--- src/rtl/stm_pkg.sv ---
/*
  Constants, command codes and field layouts for the status and telemetry
  command set of the converter's management interface.
  Assumes a command decoder outside hands whole commands to the block.
*/
// Notes on behaviour
// - Vout byte: bits 7..4 OV/UV faults, warnings
// - Vout bit 3: set point outside min/max
// - Vout bits 2,1 turn-on/off time; bit 0 none
// - Iout byte: bit 7 OC fault, bit 5 warning
// - Input byte: bits 7,5,3,1 as listed
// - Temperature byte: bit 7 fault, bit 6 warning
// - CML bit 7: unknown command code received
// - CML bit 6: bad data for a command
// - CML bit 5: packet error check failed
// - CML bit 4 memory, bit 1 other fault
// - Vendor byte: lead-unit and three NVM faults
// - Status, telemetry, revision are read-only
// - Input voltage reading, two bytes, LINEAR11
// - Input current reading, two bytes, LINEAR11
// - Output voltage reading is sixteen-bit unsigned
// - Output current reading, two bytes, LINEAR11
// - Temperature reading, two bytes, LINEAR11
// - Duty cycle reading, two bytes, LINEAR11
// - Output and input power readings, LINEAR11
// - Revision byte: Part I high, Part II low
// - Serial word is 16-bit, writable, readable
// - LINEAR11 packs 5-bit exponent, 11-bit mantissa
package stm_pkg;
  // Command codes
  localparam logic [7:0] CMD_VOUT_FLAGS = 8'h7a;
  localparam logic [7:0] CMD_IOUT_FLAGS = 8'h7b;
  localparam logic [7:0] CMD_INPUT_FLAGS = 8'h7c;
  localparam logic [7:0] CMD_THERM_FLAGS = 8'h7d;
  localparam logic [7:0] CMD_CML_FLAGS = 8'h7e;
  localparam logic [7:0] CMD_VENDOR_FLAGS = 8'h80;
  localparam logic [7:0] CMD_VIN = 8'h88;
  localparam logic [7:0] CMD_IIN = 8'h89;
  localparam logic [7:0] CMD_VOUT = 8'h8b;
  localparam logic [7:0] CMD_IOUT = 8'h8c;
  localparam logic [7:0] CMD_TEMP = 8'h8d;
  localparam logic [7:0] CMD_DUTY = 8'h94;
  localparam logic [7:0] CMD_POUT = 8'h96;
  localparam logic [7:0] CMD_PIN = 8'h97;
  localparam logic [7:0] CMD_REVISION = 8'h98;
  localparam logic [7:0] CMD_SERIAL = 8'h9e;
  // Implemented bits of each status byte
  localparam logic [7:0] MASK_VOUT = 8'hfe;
  localparam logic [7:0] MASK_IOUT = 8'ha0;
  localparam logic [7:0] MASK_INPUT = 8'haa;
  localparam logic [7:0] MASK_THERM = 8'hc0;
  localparam logic [7:0] MASK_CML = 8'hf2;
  localparam logic [7:0] MASK_VENDOR = 8'h0f;
  // CML bits driven by the block itself, and the ones fed from outside
  localparam int CML_BAD_CMD = 7;
  localparam int CML_BAD_DATA = 6;
  localparam int CML_PEC_FAIL = 5;
  localparam logic [7:0] MASK_CML_EXT = 8'h12;
  // Field sizes
  localparam int MANT_W = 11;
  localparam int EXP_W = 5;
  localparam int WORD_W = 16;
  localparam logic [1:0] BYTES_ONE = 2'h1;
  localparam logic [1:0] BYTES_TWO = 2'h2;
  localparam logic [15:0] SERIAL_RESET = 16'h0000;
  // Revision codes, 4'h3 means revision 1.3
  localparam logic [3:0] REV_PART1 = 4'h3;
  localparam logic [3:0] REV_PART2 = 4'h3;

  // Exponent in the high five bits, mantissa in the low eleven
  function automatic logic [15:0] packLinear11(input logic [10:0] mant, input logic [4:0] expo);
    packLinear11 = {expo, mant};
  endfunction

  // True for every code that this block implements
  function automatic logic isOwnCode(input logic [7:0] code);
    case (code)
      CMD_VOUT_FLAGS, CMD_IOUT_FLAGS, CMD_INPUT_FLAGS, CMD_THERM_FLAGS,
      CMD_CML_FLAGS, CMD_VENDOR_FLAGS, CMD_VIN, CMD_IIN, CMD_VOUT,
      CMD_IOUT, CMD_TEMP, CMD_DUTY, CMD_POUT, CMD_PIN, CMD_REVISION,
      CMD_SERIAL: isOwnCode = 1'b1;
      default: isOwnCode = 1'b0;
    endcase
  endfunction
endpackage

--- src/rtl/stm_flag_byte.sv ---
/*
  One sticky status byte: events set bits, a clear pulse drops them.
  Assumes events and clear come from logic on the same clock.
*/
`timescale 1ns/1ps
module stm_flag_byte #(
  parameter logic [7:0] IMPL = 8'hff
) (
  input wire logic clk, // System clock
  input wire logic reset, // Asynchronous reset, active high
  input wire logic [7:0] setEvt, // Event bits, level or pulse
  input wire logic clearAll, // Clear all latched bits
  output logic [7:0] flags // Latched status byte
);
  logic [7:0] flags_r;
  logic [7:0] flags_nxt;

  // Set wins over a clear in the same cycle so no event is lost
  assign flags_nxt = (flags_r & ~{8{clearAll}}) | (setEvt & IMPL);
  assign flags = flags_r;

  // Latched byte, only implemented bits can ever rise
  always_ff @(posedge clk or posedge reset) begin
    if (reset) begin
      flags_r <= 8'h00;
    end else begin
      flags_r <= flags_nxt;
    end
  end
endmodule // stm_flag_byte

--- src/rtl/stm_status_telemetry_regs.sv ---
/*
  Status bytes, telemetry words, revision byte and user serial word of the
  converter's management command set.
  Assumes an outside bus engine decodes address and command code, checks
  the packet error byte and hands over one whole command per cvalid pulse;
  telemetry and fault events come from converter logic on the same clock.
*/
`timescale 1ns/1ps
module stm_status_telemetry_regs (
  input wire logic clk, // System clock, 10 MHz
  input wire logic reset, // Asynchronous reset, active high
  input wire logic cmdValid, // One-cycle command strobe
  input wire logic [7:0] cmdCode, // Command code
  input wire logic cmdWrite, // High for a write command
  input wire logic [1:0] cmdBytes, // Data bytes in a write
  input wire logic [stm_pkg::WORD_W-1:0] cmdData, // Write data, low byte first on bus
  input wire logic cmdPecFail, // Packet error check failed
  input wire logic otherClaimed, // Another block owns cmdCode
  input wire logic clearFaults, // Clear all status bytes
  input wire logic [7:0] evVout, // Output voltage events
  input wire logic [7:0] evIout, // Output current events
  input wire logic [7:0] evInput, // Input events
  input wire logic [7:0] evTherm, // Temperature events
  input wire logic [7:0] evCml, // Memory and other comm faults
  input wire logic [7:0] evVendor, // Lead-unit and NVM faults
  input wire logic [stm_pkg::MANT_W-1:0] vinMant, // Input voltage mantissa
  input wire logic [stm_pkg::EXP_W-1:0] vinExp, // Input voltage exponent
  input wire logic [stm_pkg::MANT_W-1:0] iinMant, // Input current mantissa
  input wire logic [stm_pkg::EXP_W-1:0] iinExp, // Input current exponent
  input wire logic [stm_pkg::WORD_W-1:0] voutRaw, // Output voltage, unsigned
  input wire logic [stm_pkg::MANT_W-1:0] ioutMant, // Output current mantissa
  input wire logic [stm_pkg::EXP_W-1:0] ioutExp, // Output current exponent
  input wire logic [stm_pkg::MANT_W-1:0] tempMant, // Temperature mantissa
  input wire logic [stm_pkg::EXP_W-1:0] tempExp, // Temperature exponent
  input wire logic [stm_pkg::MANT_W-1:0] dutyMant, // Duty cycle mantissa
  input wire logic [stm_pkg::EXP_W-1:0] dutyExp, // Duty cycle exponent
  input wire logic [stm_pkg::MANT_W-1:0] poutMant, // Output power mantissa
  input wire logic [stm_pkg::EXP_W-1:0] poutExp, // Output power exponent
  input wire logic [stm_pkg::MANT_W-1:0] pinMant, // Input power mantissa
  input wire logic [stm_pkg::EXP_W-1:0] pinExp, // Input power exponent
  output logic rspValid, // One-cycle answer strobe
  output logic rspError, // Command refused
  output logic [1:0] rspBytes, // Bytes in rspData
  output logic [stm_pkg::WORD_W-1:0] rspData, // Read data
  output logic [7:0] summaryBits // Or of each status byte, vout first
);
  import stm_pkg::*;

  logic [7:0] fVout;
  logic [7:0] fIout;
  logic [7:0] fInput;
  logic [7:0] fTherm;
  logic [7:0] fCml;
  logic [7:0] fVendor;
  logic [7:0] cmlEvt;
  logic [15:0] serial_r;
  logic [15:0] serial_nxt;
  logic rspValid_r;
  logic rspError_r;
  logic [1:0] rspBytes_r;
  logic [15:0] rspData_r;
  logic [15:0] readWord;
  logic [1:0] readBytes;
  logic ownCode;
  logic accepted;
  logic badCmd;
  logic badData;
  logic serialWr;
  logic answered;
  logic [15:0] vinWord;
  logic [15:0] iinWord;
  logic [15:0] ioutWord;
  logic [15:0] tempWord;
  logic [15:0] dutyWord;
  logic [15:0] poutWord;
  logic [15:0] pinWord;

  // Command classification; a failed check voids the whole command
  assign ownCode = isOwnCode(cmdCode);
  assign accepted = cmdValid && !cmdPecFail && ownCode;
  assign badCmd = cmdValid && !cmdPecFail && !ownCode && !otherClaimed;
  assign serialWr = accepted && cmdWrite && (cmdCode == CMD_SERIAL)
                    && (cmdBytes == BYTES_TWO);
  // A foreign code claimed by another block gets no answer at all, not even an error
  assign answered = cmdValid && (ownCode || !otherClaimed);
  // Writes to read-only codes, or a serial write of the wrong size
  assign badData = accepted && cmdWrite && !serialWr;

  // Own CML events, plus memory and other faults from outside
  assign cmlEvt = (evCml & MASK_CML_EXT)
                  | ({7'h00, badCmd} << CML_BAD_CMD)
                  | ({7'h00, badData} << CML_BAD_DATA)
                  | ({7'h00, cmdValid && cmdPecFail} << CML_PEC_FAIL);

  // Status bytes; masks keep absent bits at zero
  stm_flag_byte #(.IMPL(MASK_VOUT)) uVout (
    .clk(clk),
    .reset(reset),
    .setEvt(evVout),
    .clearAll(clearFaults),
    .flags(fVout)
  );
  stm_flag_byte #(.IMPL(MASK_IOUT)) uIout (
    .clk(clk),
    .reset(reset),
    .setEvt(evIout),
    .clearAll(clearFaults),
    .flags(fIout)
  );
  stm_flag_byte #(.IMPL(MASK_INPUT)) uInput (
    .clk(clk),
    .reset(reset),
    .setEvt(evInput),
    .clearAll(clearFaults),
    .flags(fInput)
  );
  stm_flag_byte #(.IMPL(MASK_THERM)) uTherm (
    .clk(clk),
    .reset(reset),
    .setEvt(evTherm),
    .clearAll(clearFaults),
    .flags(fTherm)
  );
  stm_flag_byte #(.IMPL(MASK_CML)) uCml (
    .clk(clk),
    .reset(reset),
    .setEvt(cmlEvt),
    .clearAll(clearFaults),
    .flags(fCml)
  );
  stm_flag_byte #(.IMPL(MASK_VENDOR)) uVendor (
    .clk(clk),
    .reset(reset),
    .setEvt(evVendor),
    .clearAll(clearFaults),
    .flags(fVendor)
  );

  // Telemetry words packed as exponent over mantissa
  assign vinWord = packLinear11(vinMant, vinExp);
  assign iinWord = packLinear11(iinMant, iinExp);
  assign ioutWord = packLinear11(ioutMant, ioutExp);
  assign tempWord = packLinear11(tempMant, tempExp);
  assign dutyWord = packLinear11(dutyMant, dutyExp);
  assign poutWord = packLinear11(poutMant, poutExp);
  assign pinWord = packLinear11(pinMant, pinExp);

  // Read selection; the outside engine sends rspBytes bytes, low first
  always_comb begin
    readWord = 16'h0000;
    readBytes = BYTES_TWO;
    case (cmdCode)
      CMD_VOUT_FLAGS: begin
        readWord = {8'h00, fVout};
        readBytes = BYTES_ONE;
      end
      CMD_IOUT_FLAGS: begin
        readWord = {8'h00, fIout};
        readBytes = BYTES_ONE;
      end
      CMD_INPUT_FLAGS: begin
        readWord = {8'h00, fInput};
        readBytes = BYTES_ONE;
      end
      CMD_THERM_FLAGS: begin
        readWord = {8'h00, fTherm};
        readBytes = BYTES_ONE;
      end
      CMD_CML_FLAGS: begin
        readWord = {8'h00, fCml};
        readBytes = BYTES_ONE;
      end
      CMD_VENDOR_FLAGS: begin
        readWord = {8'h00, fVendor};
        readBytes = BYTES_ONE;
      end
      CMD_REVISION: begin
        readWord = {8'h00, REV_PART1, REV_PART2};
        readBytes = BYTES_ONE;
      end
      CMD_VIN: readWord = vinWord;
      CMD_IIN: readWord = iinWord;
      CMD_VOUT: readWord = voutRaw;
      CMD_IOUT: readWord = ioutWord;
      CMD_TEMP: readWord = tempWord;
      CMD_DUTY: readWord = dutyWord;
      CMD_POUT: readWord = poutWord;
      CMD_PIN: readWord = pinWord;
      CMD_SERIAL: readWord = serial_r;
      default: readWord = 16'h0000;
    endcase
  end

  // Only the serial word is writable; nothing else has a write path
  assign serial_nxt = serialWr ? cmdData : serial_r;

  always_ff @(posedge clk or posedge reset) begin
    if (reset) begin
      serial_r <= SERIAL_RESET;
    end else begin
      serial_r <= serial_nxt;
    end
  end

  // Answer registered one cycle after the command strobe
  always_ff @(posedge clk or posedge reset) begin
    if (reset) begin
      rspValid_r <= 1'b0;
      rspError_r <= 1'b0;
      rspBytes_r <= 2'h0;
      rspData_r <= 16'h0000;
    end else begin
      rspValid_r <= answered;
      rspError_r <= answered && !(accepted && !badData);
      rspBytes_r <= (accepted && !cmdWrite) ? readBytes : 2'h0;
      rspData_r <= (accepted && !cmdWrite) ? readWord : 16'h0000;
    end
  end

  assign rspValid = rspValid_r;
  assign rspError = rspError_r;
  assign rspBytes = rspBytes_r;
  assign rspData = rspData_r;
  // Handy for building the summary status outside
  assign summaryBits = {|fVout, |fIout, |fInput, |fTherm, |fCml, |fVendor, 2'h0};
endmodule // stm_status_telemetry_regs

--- config.mk ---
export PLATFORM = sky130hd
export DESIGN_NAME = stm_status_telemetry_regs
export DESIGN_NICKNAME = d
export VERILOG_FILES = /design/src/rtl/stm_pkg.sv /design/src/rtl/stm_flag_byte.sv /design/src/rtl/stm_status_telemetry_regs.sv
export SDC_FILE = /design/constraint.sdc
export NUM_CORES = 1
export LEC_CHECK = 0
export CORE_UTILIZATION = 25
export CTS_CLUSTER_DIAMETER = 40
export DETAILED_ROUTE_END_ITERATION = 12
export DONT_BUFFER_PORTS = 1
export PLACE_DENSITY_LB_ADDON = 0.3
export SYNTH_ARGS = -nofsm -noshare
export SYNTH_HDL_FRONTEND = slang
export SYNTH_SLANG_ARGS = --single-unit
export TNS_END_PERCENT = 30
--- constraint.sdc ---
create_clock -name clk -period 6.8 [get_ports clk]
set_clock_uncertainty 0.2 [all_clocks]
set_input_delay 1.36 -clock clk [delete_from_list [all_inputs] [get_ports clk]]
set_output_delay 1.36 -clock clk [all_outputs]
set_load 0.01 [all_outputs]
==> metrics.md <==
| Metric | Value |
|---|---|
| CTS tree | `built` |
| Synth top area share | `42.34%` |
| Remaining global-route overflow | `0` |
| Later-pin clock latency in the skew report | `350 ps` |
| Initial Util | `25.51%` |
| Async S/R FF share, synth | `100.0%` |
| Drc violations | `0` |
| Tot GR Track Use | `20.23%` |
| Nets@finish | `672` |
| CP Max Fanout | `16` |
| Via count | `4,200` |
| Cell taking the most area after synthesis | `dfrtp_1` |
| Multi-input logic area | `2635 µm²` |
| WL final | `20,730 µm` |
| Status | `finished, final reports clean` |
| Pwr Density | `219.2 nW/µm²` |
| Final Wtd Congestion | `0.8425` |
| Vias per Instance | `5.722` |
| Final number of setup-violating endpoints | `0` |
| Die area | `20,430 µm²` |
| Largest net degree at the start of global routing | `85` |
| Reg power frac | `43.5%` |
| H-Tree Depth | `3` |
| NetSw | `297.5 µW` |
| Number of global-route vias before repair | `4,299` |
| RSZ-0062 raised after global routing | `no` |
| Internal | `906.8 µW` |
| Number of hold buffers added after CTS | `0` |
| Worst slew pin tran | `1127 ps` |
| # IOs | `237` |
| Yosys warnings | `0` |
| Total chip power | `1.204 mW` |
| Min-Delay Path Class | `reg2reg` |
| TritonRoute pass-1 iters | `6` |
| CP Class | `in2reg` |
| Hold path depth | `1` |
| R2R cell count | `5` |
| Syn_area_per_cell | `10.19 µm²` |
| DR iter-0 viols | `321` |
| Clock net sink count | `84` |
| Final WS setup | `3303 ps` |
| CORE AREA | `19,460 µm²` |
| Top-count cell post-synth | `dfrtp_1` |
| Share of post-route cells with drive strength above 1 | `10.26%` |
| Die width | `142.9 µm` |
| Clock power share | `48.9%` |
| Ys flop type | `dfrtp_1` |
| Top cells by count, synth | `dfrtp_1 (84), nor2b_1 (29), a21o_1 (27), nand2_1 (27), nand3_1 (22)` |
| Area growth syn-to-layout | `10.69%` |
| # Post-CTS Setup Buffers | `0` |
| # fillers | `2,049` |
| Longest Clk Path Bufs | `2` |
| Pleak | `2.201 nW` |
| Antenna violations before repair | `1` |
| Wirelength per Cell | `28.24 µm` |
| Max Slew Vio Count | `0` |
| Arrival time worst endpoint | `3530 ps` |
| Max-cap violations | `0` |
| Min Clock Period, post-route | `3497 ps` |
| Slew HR | `24.88%` |
| VDD IR-drop max | `115.2 µV` |
| Post-Syn Area | `4965 µm²` |
| Site Rows | `51` |
| Die Y | `142.9 µm` |
| DP Worst Slack | `2951 ps` |
| Reg-to-reg setup timing slack | `4650 ps` |
| Netlist cell types | `63` |
| Comb pwr share | `7.6%` |
| Reg clk slew, reported paths | `60 ps` |
| Synth area leaders | `dfrtp_1 (42%), mux2_1 (4.5%), a21o_1 (4.1%)` |
| Port bufs | `0` |
| Critical Path Sink Type | `register` |
| Final Core Density | `28.24%` |
| Synthesized flop and latch total | `84` |
| Clk Tree Root Cell | `clkbuf_16` |
| Max Freq | `286.0 MHz` |
| DRT antenna net count | `0` |
| Type of origin of the critical path | `input port` |
| Global-route wire length before repair | `28,810 µm` |
| EDFF count, synth | `0` |
| FF+latch area | `2102 µm²` |
| Final hold vios | `0` |
| Sequential fraction of the synthesis area | `42.34%` |
| Total negative slack | `0 ps` |
| Post-CTS sizing | `0` |
| CP required | `6830 ps` |
| CTS Buf Count | `9` |
| Sw Share | `24.70%` |
| Cells after Synth | `487` |
| Hpwl dp | `15,710 µm` |
| Post-route clock period utilization | `51.42%` |
worst paths after layout:
path / from / endpoint
max reg2reg: uCml.flags[6] / rspData[6]
max: cmdCode[6] / serial_r[10]
min: serial_r[15] / serial_r[15]
min in group asynchronous: reset / rspData[8]
min reg2reg: serial_r[15] / serial_r[15]
max in group asynchronous: reset / uCml.flags[5]
cell type report:
cell class                 instances  area share (%)
multi-input combinational        355           47.95
sequential                        84           38.25
tap                              265           6.034
clock buffer                       9           4.098
clock inverter                     7           2.231
timing repair buffer               7          0.9563
inverter                           6          0.4326
antenna                            1         0.04554
state kept, by name (all words and copies together), names as in the netlist:
register / cells
rspBytes: 2
rspData: 16
rspError: 1
rspValid: 1
serial_r: 16
uCml.flags: 8
uInput.flags: 8
uIout.flags: 8
uTherm.flags: 8
uVendor.flags: 8
uVout.flags: 8
layer usage:
layer / GRT usage, % / wire [µm] / vias up
met5: 0 / 0 / -
met4: 6.961 / 525 / 0
met3: 6.640 / 1856 / 32
met2: 35.69 / 10340 / 230
met1: 22.70 / 8008 / 2093
li1: - / - / 1845
power by group through the flow:
| stage | Combinational, mW | Clock [mW] | Sequential [mW] |
|---|---|---|---|
| global route | 0.0997 | 0.615 | 0.525 |
| global placement | 0.0911 | 0 | 0.533 |
| finish | 0.0921 | 0.589 | 0.524 |
| floorplan | 0.0791 | 0 | 0.526 |
| detailed placement | 0.0927 | 0 | 0.534 |
| CTS | 0.0930 | 0.599 | 0.524 |
through the flow:
stage,cell area (µm²),std cells,hold WS [ps]
floorplan,4969,488,249.0
global placement,5145,717,263.6
detailed placement,5145,717,271.8
CTS,5493,733,287.1
global route,5493,733,295.2
finish,5495,734,286.8
cell usage in the layout (no fill, tap or decap), drive strengths merged, types with 8 or more instances in the layout:
| master | n |
|---|---|
| dfrtp | 84 |
| mux2 | 31 |
| nor2 | 13 |
| mux2i | 12 |
| a22oi | 20 |
| a211oi | 14 |
| a22o | 8 |
| and3 | 15 |
| and2 | 8 |
| nand4 | 13 |
| nand2 | 27 |
| nor2b | 29 |
| nand3 | 22 |
| o21ai | 9 |
| nor4 | 14 |
| a21o | 27 |
| clkbuf | 9 |
worst max-delay path: stages:
cell	delay (ps)
and4bb_1	670
nand4b_1	290
nor2_2	790
mux2_1	400
logic make-up (layout without fill, tap and decap cells):
group / count (synthesis) / in the layout / synth area share [%]
flops: 84 / 84 / 42.34
compound gates: 145 / 145 / 23.39
fa+ha+maj: 1 / 1 / 0.2016
mux: 43 / 43 / 9.451
buf+inv: 49 / 29 / 4.738
other cells: 1 / 3 / 0.07553
simple gates: 164 / 164 / 19.81
Power figures use the tool's default switching activity.
